File: src/include/pin_ctl_pkg.sv
// Purpose: Shared constants and types for the monitor pin control block
// Assumes: 100 MHz clock, APB register access
// Notes: Offsets are byte addresses of 32-bit words
`default_nettype none

package pin_ctl_pkg;

    // ************************************************************
    // Timing
    // ************************************************************
    localparam int CLK_HZ = 100_000_000;     // Core clock rate
    localparam int WDOG_MIN_MS = 1000;       // Shortest legal timeout
    localparam int WDOG_MAX_MS = 2500;       // Longest legal timeout
    localparam int WDOG_MS = (WDOG_MIN_MS + WDOG_MAX_MS) / 2; // Chosen
    localparam int WDOG_CYCLES = WDOG_MS * (CLK_HZ / 1000);
    localparam int WDOG_CNT_W = 28;          // Holds WDOG_CYCLES
    localparam int TOGGLE_HZ = 1000;         // Toggle polling rate
    localparam int TOGGLE_HALF = CLK_HZ / (2 * TOGGLE_HZ);
    localparam int TGL_CNT_W = 16;           // Holds TOGGLE_HALF

    // ************************************************************
    // Register map
    // ************************************************************
    localparam logic [7:0] OFS_CTRL = 8'h00; // Pins and poll mode
    localparam logic [7:0] OFS_STAT = 8'h04; // Live state
    localparam logic [7:0] OFS_IRQ = 8'h08;  // Sticky events, W1C
    localparam logic [7:0] OFS_MASK = 8'h0C; // Event enables
    localparam logic [7:0] OFS_CMD = 8'h10;  // Command strobe
    localparam logic [7:0] OFS_TEMP = 8'h14; // Temperature results
    localparam int CTRL_LEVEL = 2;           // 1 = level polling
    localparam int CMD_TEMP = 1;             // Start temperature run
    localparam int IRQ_WDOG = 0;             // Alarm raised
    localparam int IRQ_TEMP = 1;             // Temperatures stored
    localparam logic [2:0] CTRL_RST = 3'h3;  // Pins released, toggle
    localparam logic [1:0] IRQ_RST = 2'h0;
    localparam logic [23:0] TEMP_RST = 24'h0;
    localparam logic [8:0] PIN_SYNC_RST = 9'h107; // Pins idle: released, unselected

    // ************************************************************
    // Types
    // ************************************************************
    typedef struct packed {
        logic psel;
        logic penable;
        logic pwrite;
        logic [7:0] paddr;
        logic [31:0] pwdata;
    } apb_req_t;

    typedef struct packed {
        logic done;        // One-cycle result strobe
        logic chan;        // 0 = first input, 1 = second
        logic [11:0] data; // Conversion code
    } adc_res_t;

    typedef enum logic [2:0] {
        CONV_IDLE = 3'h1,
        CONV_ONE = 3'h2,
        CONV_TWO = 3'h4
    } conv_state_t;

endpackage : pin_ctl_pkg

`default_nettype wire

File: src/rtl/pin_sync.sv
// Purpose: Two-stage synchroniser for a group of pin levels
// Assumes: Inputs are unrelated to clock_i
// Notes: First stage feeds only the second
`timescale 1ns/1ps
`default_nettype none

module pin_sync #(
    parameter int W = 1,
    parameter logic [W-1:0] INIT = '0 // Idle pin levels, no false edge after reset
) (
    input wire logic clock_i,
    input wire logic rst_n_i,
    input wire logic [W-1:0] d_i,
    output logic [W-1:0] q_o
);

    // ************************************************************
    // Two flops per bit
    // ************************************************************
    logic [W-1:0] meta_ff; // First stage
    logic [W-1:0] hold_ff; // Second stage

    // Shift pin levels through both stages
    always_ff @(posedge clock_i)
    begin
        if (!rst_n_i)
        begin
            meta_ff <= INIT;
            hold_ff <= INIT;
        end
        else
        begin
            meta_ff <= d_i;
            hold_ff <= meta_ff;
        end
    end

    assign q_o = hold_ff;

endmodule : pin_sync

`default_nettype wire

File: src/rtl/wdog_timer.sv
// Purpose: Communication watchdog counter
// Assumes: kick_i is a one-cycle pulse on clock_i
// Notes: Expiry holds until the next kick
`timescale 1ns/1ps
`default_nettype none

module wdog_timer
    import pin_ctl_pkg::*;
#(
    parameter int CYCLES = WDOG_CYCLES
) (
    input wire logic clock_i,
    input wire logic rst_n_i,
    input wire logic kick_i,
    output logic expired_o
);

    // ************************************************************
    // Idle counter
    // ************************************************************
    logic [WDOG_CNT_W-1:0] cnt_ff; // Cycles since last command
    logic exp_ff;                  // Timed out

    // Count silence, latch expiry, restart on command
    always_ff @(posedge clock_i)
    begin
        if (!rst_n_i)
        begin
            cnt_ff <= '0;
            exp_ff <= 1'b0;
        end
        else if (kick_i)
        begin
            cnt_ff <= '0;
            exp_ff <= 1'b0;
        end
        else if (cnt_ff == WDOG_CNT_W'(CYCLES - 1))
        begin
            exp_ff <= 1'b1;
        end
        else
        begin
            cnt_ff <= cnt_ff + 1'b1;
        end
    end

    assign expired_o = exp_ff;
endmodule : wdog_timer

`default_nettype wire

File: src/rtl/monitor_pin_control_logic.sv
// Purpose: Pin-level control of a stackable cell monitor
// Assumes: Serial framing, ADC and analog parts sit outside
// Notes: Open-drain pins use active-low output enables
`timescale 1ns/1ps
`default_nettype none

module monitor_pin_control_logic
    import pin_ctl_pkg::*;
#(
    parameter int WDOG_CYCLES_P = WDOG_CYCLES,
    parameter int TOGGLE_HALF_P = TOGGLE_HALF
) (
    input wire logic clock_i,
    input wire logic rst_n_i,
    // APB slave
    input wire pin_ctl_pkg::apb_req_t apb_i,
    output logic [31:0] prdata_o,
    output logic pready_o,
    output logic pslverr_o,
    // From serial frame decoder, same clock
    input wire logic cmd_valid_i,
    // Cell conversion or UV/OV check running, same clock
    input wire logic monitor_busy_i,
    // Temperature conversion handshake with the ADC
    input wire pin_ctl_pkg::adc_res_t adc_i,
    output logic temp_conv_req_o,
    output logic temp_conv_chan_o,
    // Watchdog open-drain pin
    input wire logic watchdog_alarm_n_i,
    output logic watchdog_alarm_n_o,
    output logic watchdog_alarm_n_oe_n_o,
    // General pins: bit 0 is pin one, bit 1 pin two
    input wire logic [1:0] general_pin_i,
    output logic [1:0] general_pin_o,
    output logic [1:0] general_pin_oe_n_o,
    // Address straps and stack position
    input wire logic [3:0] addr_strap_i,
    output logic [3:0] dev_addr_o,
    input wire logic top_of_stack_sel_i,
    // Serial port pins
    input wire logic chip_select_n_i,
    output logic serial_out_o,
    output logic serial_out_oe_n_o,
    // Interrupt
    output logic irq_o
);

    import pin_ctl_pkg::*;

    // ************************************************************
    // Pin synchronisers
    // ************************************************************
    logic [8:0] pins_s;     // Synchronised pin levels
    logic [1:0] gpio_s;     // General pin levels
    logic wpin_s;           // Watchdog pin level
    logic [3:0] addr_s;     // Strap levels
    logic tos_s;            // Top of stack
    logic cs_n_s;           // Chip select, active low

    pin_sync #(
        .W(9),
        .INIT(PIN_SYNC_RST)
    ) u_sync (
        .clock_i(clock_i),
        .rst_n_i(rst_n_i),
        .d_i({chip_select_n_i, top_of_stack_sel_i, addr_strap_i,
              watchdog_alarm_n_i, general_pin_i}),
        .q_o(pins_s)
    );

    assign gpio_s = pins_s[1:0];
    assign wpin_s = pins_s[2];
    assign addr_s = pins_s[6:3];
    assign tos_s = pins_s[7];
    assign cs_n_s = pins_s[8];

    // ************************************************************
    // APB decode
    // ************************************************************
    logic setup;    // First cycle of a transfer
    logic access;   // Second cycle, completes
    logic addr_ok;  // Offset is mapped
    logic wr;       // Write taking effect
    logic wr_ctrl;  // Write to control
    logic wr_cmd;   // Write to command

    // Mapped offsets
    always_comb
    begin
        unique case (apb_i.paddr)
            OFS_CTRL, OFS_STAT, OFS_IRQ,
            OFS_MASK, OFS_CMD, OFS_TEMP: addr_ok = 1'b1;
            default: addr_ok = 1'b0;
        endcase
    end

    assign setup = apb_i.psel && !apb_i.penable;
    assign access = apb_i.psel && apb_i.penable;
    assign wr = access && apb_i.pwrite && addr_ok;
    assign wr_ctrl = wr && (apb_i.paddr == OFS_CTRL);
    assign wr_cmd = wr && (apb_i.paddr == OFS_CMD);
    assign pready_o = 1'b1;
    assign pslverr_o = access && !addr_ok;

    // ************************************************************
    // Watchdog
    // ************************************************************
    logic kick;      // Valid command seen
    logic wdog_exp;  // Alarm level
    logic wdog_d_ff; // Alarm, one cycle late

    // Serial commands and command writes both count
    assign kick = cmd_valid_i || wr_cmd;

    wdog_timer #(
        .CYCLES(WDOG_CYCLES_P)
    ) u_wdog (
        .clock_i(clock_i),
        .rst_n_i(rst_n_i),
        .kick_i(kick),
        .expired_o(wdog_exp)
    );

    // Edge memory for the alarm event
    always_ff @(posedge clock_i)
    begin
        if (!rst_n_i)
            wdog_d_ff <= 1'b0;
        else
            wdog_d_ff <= wdog_exp;
    end

    // Open-drain alarm: pull low while expired
    assign watchdog_alarm_n_o = 1'b0;
    assign watchdog_alarm_n_oe_n_o = !wdog_exp;

    // ************************************************************
    // Control register and general pins
    // ************************************************************
    logic [2:0] ctrl_ff;  // Pin bits and poll mode
    logic [1:0] pin_lvl;  // Level seen at each pin

    // Software writes; alarm forces defaults
    always_ff @(posedge clock_i)
    begin
        if (!rst_n_i)
            ctrl_ff <= CTRL_RST;
        else if (wdog_exp)
            ctrl_ff <= CTRL_RST;
        else if (wr_ctrl)
            ctrl_ff <= apb_i.pwdata[2:0];
    end

    // Zero pulls low, one releases to the pull-up
    assign general_pin_o = 2'h0;
    assign general_pin_oe_n_o = ctrl_ff[1:0];

    // Pulled-down pins always read zero
    assign pin_lvl = gpio_s & ctrl_ff[1:0];

    // ************************************************************
    // Address straps
    // ************************************************************
    logic [3:0] addr_ff; // Device address

    // High strap reads one, low reads zero
    always_ff @(posedge clock_i)
    begin
        if (!rst_n_i)
            addr_ff <= 4'h0;
        else
            addr_ff <= addr_s;
    end

    assign dev_addr_o = addr_ff;

    // ************************************************************
    // Temperature conversions
    // ************************************************************
    conv_state_t conv_ff;  // Sequencer state
    logic [23:0] temp_ff;  // Second result high, first low
    logic req_ff;          // Conversion request pulse
    logic chan_ff;         // Requested input
    logic temp_done;       // Both results stored

    assign temp_done = (conv_ff == CONV_TWO) && adc_i.done && adc_i.chan;

    // Convert input one, then input two
    always_ff @(posedge clock_i)
    begin
        if (!rst_n_i)
        begin
            conv_ff <= CONV_IDLE;
            req_ff <= 1'b0;
            chan_ff <= 1'b0;
        end
        else
        begin
            req_ff <= 1'b0;
            unique case (conv_ff)
                CONV_IDLE:
                begin
                    // Start on command bit
                    if (wr_cmd && apb_i.pwdata[CMD_TEMP])
                    begin
                        conv_ff <= CONV_ONE;
                        req_ff <= 1'b1;
                        chan_ff <= 1'b0;
                    end
                end
                CONV_ONE:
                begin
                    // First result in, ask for the second
                    if (adc_i.done && !adc_i.chan)
                    begin
                        conv_ff <= CONV_TWO;
                        req_ff <= 1'b1;
                        chan_ff <= 1'b1;
                    end
                end
                CONV_TWO:
                begin
                    // Second result ends the run
                    if (adc_i.done && adc_i.chan)
                        conv_ff <= CONV_IDLE;
                end
            endcase
        end
    end

    // Store each result in its half of the register
    always_ff @(posedge clock_i)
    begin
        if (!rst_n_i)
            temp_ff <= TEMP_RST;
        else if ((conv_ff == CONV_ONE) && adc_i.done && !adc_i.chan)
            temp_ff[11:0] <= adc_i.data;
        else if (temp_done)
            temp_ff[23:12] <= adc_i.data;
    end

    assign temp_conv_req_o = req_ff;
    assign temp_conv_chan_o = chan_ff;

    // ************************************************************
    // Serial output polling
    // ************************************************************
    logic busy;                     // Conversion or check running
    logic sel;                      // Device selected
    logic [TGL_CNT_W-1:0] tgl_cnt_ff; // Half-period counter
    logic tgl_ff;                   // 1 kHz square wave
    logic sdo_oe_n_ff;              // Serial pin enable
    logic drive_low;                // Pull serial pin low

    assign busy = monitor_busy_i || (conv_ff != CONV_IDLE);
    assign sel = !cs_n_s;

    // Free-running toggle source
    always_ff @(posedge clock_i)
    begin
        if (!rst_n_i)
        begin
            tgl_cnt_ff <= '0;
            tgl_ff <= 1'b0;
        end
        else if (tgl_cnt_ff == TGL_CNT_W'(TOGGLE_HALF_P - 1))
        begin
            tgl_cnt_ff <= '0;
            tgl_ff <= !tgl_ff;
        end
        else
            tgl_cnt_ff <= tgl_cnt_ff + 1'b1;
    end

    // Level: low while busy; toggle: stack position while busy
    always_comb
    begin
        if (ctrl_ff[CTRL_LEVEL])
            drive_low = busy;
        else if (busy)
            drive_low = tos_s;
        else
            drive_low = tgl_ff;
    end

    // Pin only ever pulls low, released when unselected
    always_ff @(posedge clock_i)
    begin
        if (!rst_n_i)
            sdo_oe_n_ff <= 1'b1;
        else
            sdo_oe_n_ff <= !(sel && drive_low);
    end

    assign serial_out_o = 1'b0;
    assign serial_out_oe_n_o = sdo_oe_n_ff;

    // ************************************************************
    // Interrupts
    // ************************************************************
    logic [1:0] irq_ff;  // Sticky events
    logic [1:0] mask_ff; // Enables
    logic [1:0] irq_set; // Events this cycle
    logic [1:0] irq_clr; // Write-one-to-clear

    assign irq_set = {temp_done, wdog_exp && !wdog_d_ff};
    assign irq_clr = (wr && (apb_i.paddr == OFS_IRQ)) ? apb_i.pwdata[1:0] : 2'h0;

    // Set wins over a clear in the same cycle
    always_ff @(posedge clock_i)
    begin
        if (!rst_n_i)
            irq_ff <= IRQ_RST;
        else
            irq_ff <= (irq_ff & ~irq_clr) | irq_set;
    end

    // Mask register
    always_ff @(posedge clock_i)
    begin
        if (!rst_n_i)
            mask_ff <= IRQ_RST;
        else if (wr && (apb_i.paddr == OFS_MASK))
            mask_ff <= apb_i.pwdata[1:0];
    end

    assign irq_o = |(irq_ff & mask_ff);

    // ************************************************************
    // Read data, captured in the setup cycle
    // ************************************************************
    logic [31:0] prdata_ff; // Registered read data

    // Select register by offset
    always_ff @(posedge clock_i)
    begin
        if (!rst_n_i)
            prdata_ff <= 32'h0;
        else if (setup)
        begin
            unique case (apb_i.paddr)
                OFS_CTRL: prdata_ff <= {29'h0, ctrl_ff[CTRL_LEVEL], pin_lvl};
                OFS_STAT: prdata_ff <= {25'h0, addr_ff, tos_s, wpin_s, wdog_exp};
                OFS_IRQ: prdata_ff <= {30'h0, irq_ff};
                OFS_MASK: prdata_ff <= {30'h0, mask_ff};
                OFS_TEMP: prdata_ff <= {4'h0, temp_ff[23:12], 4'h0, temp_ff[11:0]};
                default: prdata_ff <= 32'h0;
            endcase
        end
    end

    assign prdata_o = prdata_ff;
endmodule : monitor_pin_control_logic

`default_nettype wire

File: config.mk
export PLATFORM = sky130hd
export DESIGN_NAME = monitor_pin_control_logic
export DESIGN_NICKNAME = d
export VERILOG_FILES = /design/src/include/pin_ctl_pkg.sv /design/src/rtl/pin_sync.sv /design/src/rtl/wdog_timer.sv /design/src/rtl/monitor_pin_control_logic.sv
export SDC_FILE = /design/constraint.sdc
export NUM_CORES = 1
export LEC_CHECK = 0
export ABC_AREA = 1
export BUFFER_PORTS_ARGS = -buffer_cell sky130_fd_sc_hd__buf_2
export CAP_MARGIN = 20
export CORE_ASPECT_RATIO = 0.7
export CORE_UTILIZATION = 55
export DETAILED_ROUTE_END_ITERATION = 6
export GPL_TIMING_DRIVEN = 0
export PLACE_DENSITY = 0.89
export SLEW_MARGIN = 5
export SYNTH_ARGS = -nofsm -noshare
export SYNTH_HDL_FRONTEND = slang
export SYNTH_HIERARCHICAL = 1
export SYNTH_SLANG_ARGS = --single-unit
File: constraint.sdc
create_clock -name clock_i -period 1.9 [get_ports clock_i]
set_clock_uncertainty 0.05 [all_clocks]
set_input_delay 0.475 -clock clock_i [delete_from_list [all_inputs] [get_ports clock_i]]
set_output_delay 0.475 -clock clock_i [all_outputs]
set_load 0.02 [all_outputs]
### Yosys cells after proc, flatten, opt, wreduce, memory -nomap -nowiden

Cells that the tools add are included.

* add/subtract/negate cells: 2
* equal/unequal tests: 14
* mux-type cells: 15
* bitwise gates (word level): 7
* reductions and logical operators: 38

Operators by type and width (number)
* $pmux 28 s5: 1
* $add 28x1->28 const B: 1
* $eq 28x28->1 const B: 1
* $logic_and 1x1->1: 18
* $add 16x1->16 const B: 1
* $eq 16x16->1 const B: 1
* $eq 8x4->1 const B: 2
* $eq 8x5->1 const B: 2
* $mux 3: 3
* $pmux 3 s3: 1
* $eq 8x3->1 const B: 1
* $logic_not 1->1: 8
* $logic_not 8->1: 1
* $reduce_or 2->1: 4
* $mux 1: 7
* $and 2x2->2: 3
* $reduce_and 3->1: 2
* $reduce_or 6->1: 1
* $ne 2x2->1 const B: 2
* $pmux 1 s2: 2
* $eq 3x1->1 const B: 1
* $eq 3x2->1 const B: 1
* $eq 3x3->1 const B: 1
* $ne 3x1->1 const B: 1
* other kinds (8): 10

* bits in registers: 138
* bits of input ports: 70
* output and inout bits: 49

### Depth between registers and ports, before layout

Gate-level depths: netlist (run 1).

* depth in word-level cells: 9
* mapped depth: 12

### By module

Netlist (run 1), hierarchy kept.

By module, submodules not included
* monitor_pin_control_logic: instances 1, cells each 484, area each 3597.2 sq um, sequential area each 1661.6 sq um
* wdog_timer: instances 1, cells each 249, area each 1606.5 sq um, sequential area each 580.6 sq um
* pin_sync: instances 1, cells each 56, area each 531.8 sq um, sequential area each 360.3 sq um

### Least setup slack after synthesis (run 1)

Ideal clock, no wire load.

* kind: in2out
* start point: in apb_i[36] (netlist name)
* end point: out pslverr_o
* arrival: 1223 ps
* required time: 1375 ps
* path slack: 152 ps
* cell stages on the path: 7
* path buffers: 0
* cells stage by stage: inv_1 > nor2_1 > nand2_1 > nor2_2 > nor2_1 > nand3_2 > nor2_1

* cells in the longest elaborated chain, start to end: 5

RTL lines
* from (decl): line monitor_pin_control_logic.sv:16 `input wire pin_ctl_pkg::apb_req_t apb_i,`
* $eq 8x5->1, or another cell as far along: line monitor_pin_control_logic.sv:90 `unique case (apb_i.paddr)`
* $reduce_or 6->1 (*): line monitor_pin_control_logic.sv:90
* $mux 1 (*): line monitor_pin_control_logic.sv:90
* $logic_not 1->1 (*): line monitor_pin_control_logic.sv:103 `assign pslverr_o = access && !addr_ok;`
* $logic_and 1x1->1 (*): line monitor_pin_control_logic.sv:103
* to (decl): line monitor_pin_control_logic.sv:19 `output logic pslverr_o,`

Mark *: on every way between the ends. The rest lies on a longest branch, timed or not.

### Worst setup path after layout (run 1)

* start point: in apb_i[34] (netlist name)
* end point: out pslverr_o

The elaborated chain is that of the path after synthesis.

==> results.md, run 1 <==
- Status: finished with violations
- Violated checks: setup timing
- Arr. time, crit path: 1.44 ns
- Yosys cell types: 41
- Placed cell count: 1,004
- Sequential share of power: 42.9%
- PnR worst setup slack: -0.06233 ns
- I/O pin total: 119
- First-pass GRT wire length: 24,350 um
- Slew Viols, Final: 0
- Initial Util: 57.88%
- Final wirelength: 15,910 um
- Setup slack at placement: -0.4412 ns
- CTS root buffer: clkbuf_16
- Commonest non-fill, non-tap cell in the layout: nand2_1
- Area contributors post-synth: dfxtp_1 (45%), nand2_1 (11%), inv_1 (6.6%)
- Most frequent cells in the layout: nand2_1 (170), dfxtp_1 (130), inv_1 (101)
- Total power draw: 6.506 mW
- Startpoint Class: primary input
- Post-DP HPWL: 10,060 um
- Slew margin rel.: 50.55%
- Gpl congestion: 0.9272
- CTS tree: yes
- Via-per-instance ratio: 5.469
- Die area: 10,850 um^2
- Crit path from: apb_i[34]
- Vias in the first global route: 5,218
- Initial antenna violation count: 1
- Clk network pwr share: 51.8%
- Crit path time final: 1.962 ns
- Comb power frac: 5.3%
- Die Y: 87.44 um
- Critical path peak fanout: 4
- Fin crit share: 103.3%
- Crit path to: pslverr_o
- Worst Tran Pin Value: 0.7390 ns
- Sw Share: 24.75%
- GRT overflow: 0
- GRT Total Usage: 29.53%
- Main synth FF type: dfxtp_1
- Pin count of the biggest net entering global routing: 17
- Layout cells sized above 1: 22.33%
- CTS Buf Count: 17
- CTS H-Tree Depth: 4
- R2r worst-path depth: 6
- DRT Pass-1 Iters: 6
- Synth Area per Inst: 7.269 um^2
- Worst R2R Setup Slack: 0.08 ns
- #FFs+latches synth: 130
- Post-route ant nets: 0
- P per Cell Area: 917.4 nW/um^2
- Maximum VDD drop: 0.7390 mV
- Post-synth EDFFs: 0
- Asr flop ratio synth: 0%
- Leakage: 2.984 nW
- Int Power: 4.896 mW
- Synth Cell Area: 5736 um^2
- Skew-Pair Late Insertion Delay: 0.42 ns
- Clock Tree Buf Depth: 2
- Nets: 977
- DRC Markers: 0
- Initial DRC count: 598
- Fin. Hold Viols: 0
- Crit Path Class: in -> out
- Synth Instances: 789
- Leading area contributor after synthesis: dfxtp_1
- Core ar.: 9910 um^2
- Max Fclk: 509.6 MHz
- Post-Layout Cell Count: 1,046
- Die X: 124.1 um
- Reg2Reg Launch Point: conv_ff[2]
- Routed WL per cell: 15.21 um
- Layout area overhead: 23.65%
- Row Count: 30
- Post-CTS Hold Buffers: 0
- Setup Viol. Count Final: 1
- Critical path required time: 1.37 ns
- Synth warnings: 6
- Net load switching power: 1.610 mW
- Crit. End Element: primary output
- CTS Sinks: 130
- # diodes: 0
- Clk slew on worst S/H paths: 0.06 ns
- Hold_ws: 0.1787 ns
- Yosys top cell area share: 45.38%
- R2R Path End: temp_ff[19]
- Buffers on Ports: 76
- Post-synthesis sequential area ratio: 45.38%
- Total of max-cap violations: 0
- DR vias: 5,721
- Unrepaired setup endpoints after global routing: true
- Hold Crit Class: in -> reg
[routing by layer]
metal  routed length, um  vias to the layer above  part of all wire [%]  track usage (%)
li1                    -                     2695                     -                -
met1                6399                     2564                    40            36.07
met2                7129                      381                    45            47.16
met3                1807                       79                    11            9.817
met4                 564                        2                   3.5            13.42
met5                  13                        -                 0.082                0
[power by group through the flow]
stage | combinational [mW] | clock [mW] | sequential [mW]
6_report | 0.346 | 3.37 | 2.79
5_1_grt | 0.375 | 3.48 | 2.79
4_1_cts | 0.322 | 3.36 | 2.79
3_5_place_dp | 0.305 | 0 | 2.85
3_3_place_gp | 0.299 | 0 | 2.84
2_1_floorplan | 0.192 | 0 | 2.85
[kinds of logic (layout without fill, tap and decap cells)]
kind of cell               after synthesis  count (layout)  synth area share (%)
and+or+nand+nor                        383             383                 30.63
buffers and inverters                  143             261                 10.95
DFF                                    130             130                 45.38
AOI/OAI and AO/OA                      118             118                 10.80
xor gates and xnor gates                11              11                 1.680
adders and majority gates                2               2                0.4362
other                                    2              13                0.1309
[critical path, cell delays in order]
cell	delay (ns)
buf_2	0.15
inv_1	0.09
nor2_2	0.13
nand2_4	0.10
nor2_4	0.13
nor2_2	0.06
nand3_2	0.10
nor2_1	0.05
buf_4	0.15
[timing repair]
item                       4_1_cts  5_1_grt
setup endpoints to repair        2       29
setup buffers                    8        2
resized for setup               14       13
pin swaps                       12        9
[area by class of cell]
cell class | count | area (um^2)
multi-input cells | 527 | 2625
plain buffers | 37 | 230.2
clock inverters | 14 | 165.2
repair buffers | 86 | 470.5
well taps | 128 | 160.2
flip-flops and latches | 130 | 2603
inverters | 106 | 399.1
fillers | 719 | 2818
clock buffers | 18 | 439.2
[cell usage after synthesis (7+ instances only)]
master    count
nand2_2      10
xor2_1        7
nor2_1       95
dfxtp_1     130
o21ai_0      32
inv_1       101
nand2_1     175
nor2_4       11
nand3_1      44
clkbuf_1     15
buf_4        17
a21oi_1      72
nand4_1       8
nor2_2       13
[flip-flops by register name (all words and copies together) (netlist names), 4 cells and up]
name and count:
tgl_cnt_ff 16, u_sync/meta_ff 9, temp_ff 24, u_sync/q_o 9
dev_addr_o 4, u_wdog/cnt_ff 28, prdata_o 24
[metrics by stage]
step	area (um^2)	setup TNS, ns	utilization (%)
floorplan	5777	0	-
global route	7092	-0.1298	71.57
detailed placement	6317	-8.468	63.75
CTS	7039	-0.002596	71.04
finish	7092	-0.06233	71.57
global placement	6317	-6.479	63.75
[worst min-delay path by stage]
stage	startpoint	to	slack (ns)	cells after the start
floorplan	u_sync/meta_ff[0]	u_sync/q_o[0]	0.33	2
global placement	u_sync/meta_ff[1]	u_sync/q_o[1]	0.33	2
detailed placement	u_sync/meta_ff[0]	u_sync/q_o[0]	0.34	2
CTS	watchdog_alarm_n_i	u_sync/meta_ff[2]	0.18	3
global route	addr_strap_i[3]	u_sync/meta_ff[6]	0.19	3
finish	watchdog_alarm_n_i	u_sync/meta_ff[2]	0.18	3
Power figures use the tool's default switching activity.
==> inputs of run 2 (changes only) <==
--- a/config.mk
+++ b/config.mk
@@ -9,10 +9,11 @@
 export BUFFER_PORTS_ARGS = -buffer_cell sky130_fd_sc_hd__buf_2
 export CAP_MARGIN = 20
 export CORE_ASPECT_RATIO = 0.7
-export CORE_UTILIZATION = 55
+export CORE_UTILIZATION = 40
 export DETAILED_ROUTE_END_ITERATION = 6
 export GPL_TIMING_DRIVEN = 0
-export PLACE_DENSITY = 0.89
+export PLACE_DENSITY = 0.7
+export RECOVER_POWER = 100
 export SLEW_MARGIN = 5
 export SYNTH_ARGS = -nofsm -noshare
 export SYNTH_HDL_FRONTEND = slang
==> run 2 against run 1 <==
The run now ends clean. Clock power down 4%. Utilization decreased by 21 points. Register-to-register slack better by 0.08 ns. Maximum frequency is 5.2% higher. Sequential cell count stayed put. Via count decreased by 11%. Die area increased by 37%. Highest routed layer is now met4.
==> results.md, run 2 (same netlist as run 1, synthesis figures left out) <==
- Reg with most FFs: u_wdog/cnt_ff
- # diodes: 0
- Placed cell count: 1,066
- Sw Share: 23.22%
- Leakage: 2.950 nW
- Crit. End Element: primary output
- R2R Path End: tgl_ff
- Vias in the first global route: 4,538
- Die Y: 102.2 um
- CP most frequent cell: nor2_4
- CTS Sinks: 130
- Setup Viol. Count Final: 0
- Slew margin rel.: 58.57%
- Routed met2 length: 5313 um
- GRT Total Usage: 19.04%
- Crit path to: pslverr_o
- CTS Buf Count: 17
- CP max stage delay: 0.17 ns
- Slew Viols, Final: 0
- Initial Util: 41.08%
- Met3 wire length: 895 um
- Nets: 975
- Net load switching power: 1.470 mW
- CP Cell Sequence: buf_2, nor2_4, nand2_4, nor2_4, nor2_2, nand3_2, nor2_1, buf_4
- Clock Tree Buf Depth: 2
- Total of max-cap violations: 0
- Max FFs per register: 28
- CTS H-Tree Depth: 4
- CTS root buffer: clkbuf_16
- Reg2Reg Launch Point: tgl_cnt_ff[0]
- First-pass GRT wire length: 22,150 um
- Cell family with most CP delay: simple AND/OR/NAND/NOR gates
- Fin. Hold Viols: 0
- DR vias: 5,088
- Critical path required time: 1.37 ns
- Most frequent cells in the layout: nand2_1 (172), dfxtp_1 (130), inv_1 (100)
- Critical path peak fanout: 4
- Clk slew on worst S/H paths: 0.05 ns
- Clk network pwr share: 51.0%
- Int Power: 4.861 mW
- Post-route ant nets: 0
- Worst Tran Pin Value: 0.6191 ns
- Via-per-instance ratio: 4.600
- Final wirelength: 13,340 um
- Bufs and invs on worst path: 2
- Core ar.: 13,960 um^2
- Gpl congestion: 0.8984
- Dpl cell area: 6395 um^2
- Hold Crit Class: in -> reg
- DRC Markers: 0
- P per Cell Area: 890.5 nW/um^2
- Total power draw: 6.331 mW
- Arr. time, crit path: 1.34 ns
- Post-DP HPWL: 9968 um
- Initial DRC count: 357
- Fin crit share: 98.14%
- CTS tree: yes
- R2r worst-path depth: 9
- Sequential share of power: 44.0%
- Status: complete, no violations
- Row Count: 36
- GRT overflow: 0
- Max layer used: met4
- Layout area overhead: 23.95%
- Routed WL per cell: 12.06 um
- Initial antenna violation count: 0
- Layout cells sized above 1: 21.40%
- Die X: 145.1 um
- Die area: 14,830 um^2
- Worst R2R Setup Slack: 0.16 ns
- Filler cell count in the final layout: 1,395
- Crit path time final: 1.865 ns
- Commonest non-fill, non-tap cell in the layout: nand2_1
- Post-Layout Cell Count: 1,106
- Hold_ws: 0.1899 ns
- Crit path from: apb_i[33]
- Skew-Pair Late Insertion Delay: 0.41 ns
- DRT Pass-1 Iters: 7
- Met1 wire length: 6969 um
- Startpoint Class: primary input
- Comb power frac: 5.0%
- Fin area: 7109 um^2
- Buffers on Ports: 76
- I/O pin total: 119
- Pin count of the biggest net entering global routing: 17
- Maximum VDD drop: 0.5646 mV
- Setup TNS: 0 ns
- Crit Path Class: in -> out
- Critical Path Slowest Stage Cell: nor2_4
- Max Fclk: 536.3 MHz
- CP Depth: 8
- Post-CTS Hold Buffers: 0
## run 2: worst reg2reg max path, cell delays in order, from the launching register on
cell and delay [ns]:
dfxtp_1 0.36, ha_1 0.18, nand2_1 0.10, inv_1 0.11
nand2_1 0.09, nor4_2 0.14, nand2_1 0.15, buf_4 0.18
or2_0 0.19, a21oi_1 0.12
## run 2: cell type report
type / count / area, um^2 / share of cell area (%)
timing repair buffer: 85 / 462.9 / 6.512
clock buffer: 18 / 439.2 / 6.177
inverter: 106 / 399.1 / 5.614
clock inverter: 14 / 155.1 / 2.182
buffer: 36 / 202.7 / 2.851
sequential: 130 / 2603 / 36.61
tap: 190 / 237.7 / 3.344
multi-input combinational: 527 / 2610 / 36.71
## run 2: power groups by stage
| stage | Combinational (mW) | Sequential, mW | Clock [mW] |
|---|---|---|---|
| after global placement | 0.305 | 2.85 | 0 |
| final | 0.315 | 2.79 | 3.23 |
| after detailed placement | 0.305 | 2.85 | 0 |
| after global routing | 0.357 | 2.79 | 3.41 |
| after CTS | 0.310 | 2.79 | 3.29 |
| after floorplan | 0.192 | 2.85 | 0 |
## run 2: per-layer routing
layer  vias up  track usage, %
met2       139           26.96
li1       2688               -
met4         0           6.397
met1      2247           27.79
met3        14           4.955
met5         -               0
## run 2: worst min path at each step
stage,from,end,cells after the start
global placement,u_sync/meta_ff[0],u_sync/q_o[0],2
floorplan,u_sync/meta_ff[0],u_sync/q_o[0],2
finish,watchdog_alarm_n_i,u_sync/meta_ff[2],3
global route,watchdog_alarm_n_i,u_sync/meta_ff[2],3
detailed placement,u_sync/meta_ff[1],u_sync/q_o[1],2
CTS,watchdog_alarm_n_i,u_sync/meta_ff[2],3
## run 2: metrics by stage
step	utilization, %	setup WS, ns
after floorplan	-	0.1516
after global placement	45.80	-0.3515
after detailed placement	45.80	-0.3759
after CTS	50.45	-0.02347
after global routing	50.91	-0.02006
final	50.91	0.03541
## run 2: what timing repair did
item / CTS / global route
resized for setup: 4 / 22
pin swaps: 6 / 13
buffers inserted: 5 / 4
setup endpoints to repair: 1 / 25
==> inputs of run 3 (changes only) <==
--- a/config.mk
+++ b/config.mk
@@ -12,6 +12,7 @@
 export CORE_UTILIZATION = 40
 export DETAILED_ROUTE_END_ITERATION = 6
 export GPL_TIMING_DRIVEN = 0
+export MAX_ROUTING_LAYER = met4
 export PLACE_DENSITY = 0.7
 export RECOVER_POWER = 100
 export SLEW_MARGIN = 5
==> run 3 against run 2 <==
Routed wire length grew 0.25%. Sequential share of layout area unchanged. Sequential cell count unchanged. Clock power hardly changed. Global-route usage grew 0.67 points. Total power about the same. Setup slack better by 0.0018 ns. First-iteration DRC count rose by 7.0%. Via count barely moved.
==> results.md, run 3 (same netlist as run 1, synthesis figures left out) <==
- Status: complete, no violations
- Worst Tran Pin Value: 0.6566 ns
- Maximum VDD drop: 0.5646 mV
- Nets: 975
- R2R Path End: tgl_ff
- Via-per-instance ratio: 4.601
- Post-CTS Hold Buffers: 0
- Crit path from: apb_i[36]
- Clk network pwr share: 51.0%
- CTS Buf Count: 17
- Cell family with most CP delay: simple AND/OR/NAND/NOR gates
- Reg with most FFs: u_wdog/cnt_ff
- Slew margin rel.: 56.06%
- Bufs and invs on worst path: 3
- Hold path cells: 3
- I/O pin total: 119
- Layout cells sized above 1: 21.40%
- Total power draw: 6.329 mW
- Total of max-cap violations: 0
- Die area: 14,830 um^2
- Clock Tree Buf Depth: 2
- CTS root buffer: clkbuf_16
- Crit path time final: 1.863 ns
- Sequential share of power: 44.1%
- Critical path required time: 1.37 ns
- Layout Utilization: 50.91%
- Net load switching power: 1.468 mW
- Skew-Pair Late Insertion Delay: 0.41 ns
- Initial antenna violation count: 0
- CP max stage delay: 0.15 ns
- Hold Crit Class: in -> reg
- Setup TNS: 0 ns
- Arr. time, crit path: 1.34 ns
- Gpl congestion: 0.9136
- Max FFs per register: 28
- R2r worst-path depth: 9
- Post-Layout Cell Count: 1,106
- DRC Markers: 0
- Vias in the first global route: 4,533
- CTS H-Tree Depth: 4
- P per Cell Area: 890.2 nW/um^2
- Most frequent cells in the layout: nand2_1 (172), dfxtp_1 (130), inv_1 (100)
- Fin area: 7109 um^2
- CTS Sinks: 130
- CP Cell Sequence: buf_4, inv_2, nor2_2, nand2_2, nor2_4, nor2_2, nand3_2, nor2_1, buf_4
- Die X: 145.1 um
- Initial DRC count: 382
- # diodes: 0
- Buffers on Ports: 76
- Critical Path Slowest Stage Cell: buf_4
- Row Count: 36
- First-pass GRT wire length: 22,170 um
- Setup Viol. Count Final: 0
- Startpoint Class: primary input
- Min-Delay Startpoint: watchdog_alarm_n_i
- Crit Path Class: in -> out
- WHS Endpoint: u_sync/meta_ff[2]
- Dpl cell area: 6395 um^2
- DR vias: 5,089
- Initial Util: 41.08%
- Sw Share: 23.20%
- GRT Total Usage: 19.71%
- Final wirelength: 13,370 um
- Slew Viols, Final: 0
- Int Power: 4.861 mW
- Post-route ant nets: 0
- Commonest non-fill, non-tap cell in the layout: nand2_1
- Placed cell count: 1,066
- Fin crit share: 98.04%
- CTS tree: yes
- Leakage: 2.950 nW
- Comb power frac: 5.0%
- Layout area overhead: 23.95%
- Routed WL per cell: 12.09 um
- Core ar.: 13,960 um^2
- Post-DP HPWL: 9968 um
- Die Y: 102.2 um
- Max Fclk: 536.8 MHz
- GRT overflow: 0
- Worst R2R Setup Slack: 0.16 ns
- Reg2Reg Launch Point: tgl_cnt_ff[0]
- Fin. Hold Viols: 0
- Clk slew on worst S/H paths: 0.05 ns
- Pin count of the biggest net entering global routing: 17
- Crit. End Element: primary output
- Critical path peak fanout: 2
- DRT Pass-1 Iters: 7
[run 3: stage by stage]
step	setup slack, ns	hold WS, ns
floorplan	0.1516	0.3295
global placement	-0.3515	0.3359
detailed placement	-0.3759	0.3390
CTS	-0.02347	0.1766
global route	-0.02006	0.1889
finish	0.03722	0.1908
[run 3: final cells by class]
class	count	area, um^2
Tap cell	190	237.7
Timing Repair Buffer	85	462.9
Clock inverter	14	155.1
Buffer	36	202.7
Clock buffer	18	439.2
Inverter	106	399.1
Sequential cell	130	2603
Multi-Input combinational cell	527	2610
Fill cell	1395	6854
[run 3: metal layers]
layer  global-route usage, %  wire (um)
met1                   28.12       7068
met2                   26.92       5348
met3                   4.688        855
met4                   6.397        101
met5                       -          0
[run 3: timing repair]
item / in CTS / in global routing
setup buffers: 5 / 4
setup endpoints to repair: 1 / 25
pin swaps: 6 / 13
gates resized for setup: 4 / 22
[run 3: worst min-delay path, delay by kind of cell]
kind          cells  cell delay [ns]
buf+inv           2             0.10
simple gates      1             0.04
[run 3: worst max-delay path by stage]
stage | to | slack [ns] | cells past startpoint
after floorplan | pslverr_o | 0.15 | 7
after global placement | u_wdog/cnt_ff[6] | -0.35 | 9
after detailed placement | u_wdog/cnt_ff[6] | -0.38 | 9
after CTS | pslverr_o | -0.02 | 8
after global routing | pslverr_o | -0.02 | 8
final | pslverr_o | 0.04 | 9
[run 3: power by group through the flow]
| stage | clock, mW | combinational (mW) | sequential [mW] |
|---|---|---|---|
| after floorplan | 0 | 0.192 | 2.85 |
| after global placement | 0 | 0.305 | 2.85 |
| after detailed placement | 0 | 0.305 | 2.85 |
| after CTS | 3.29 | 0.310 | 2.79 |
| after global routing | 3.42 | 0.357 | 2.79 |
| final | 3.23 | 0.315 | 2.79 |
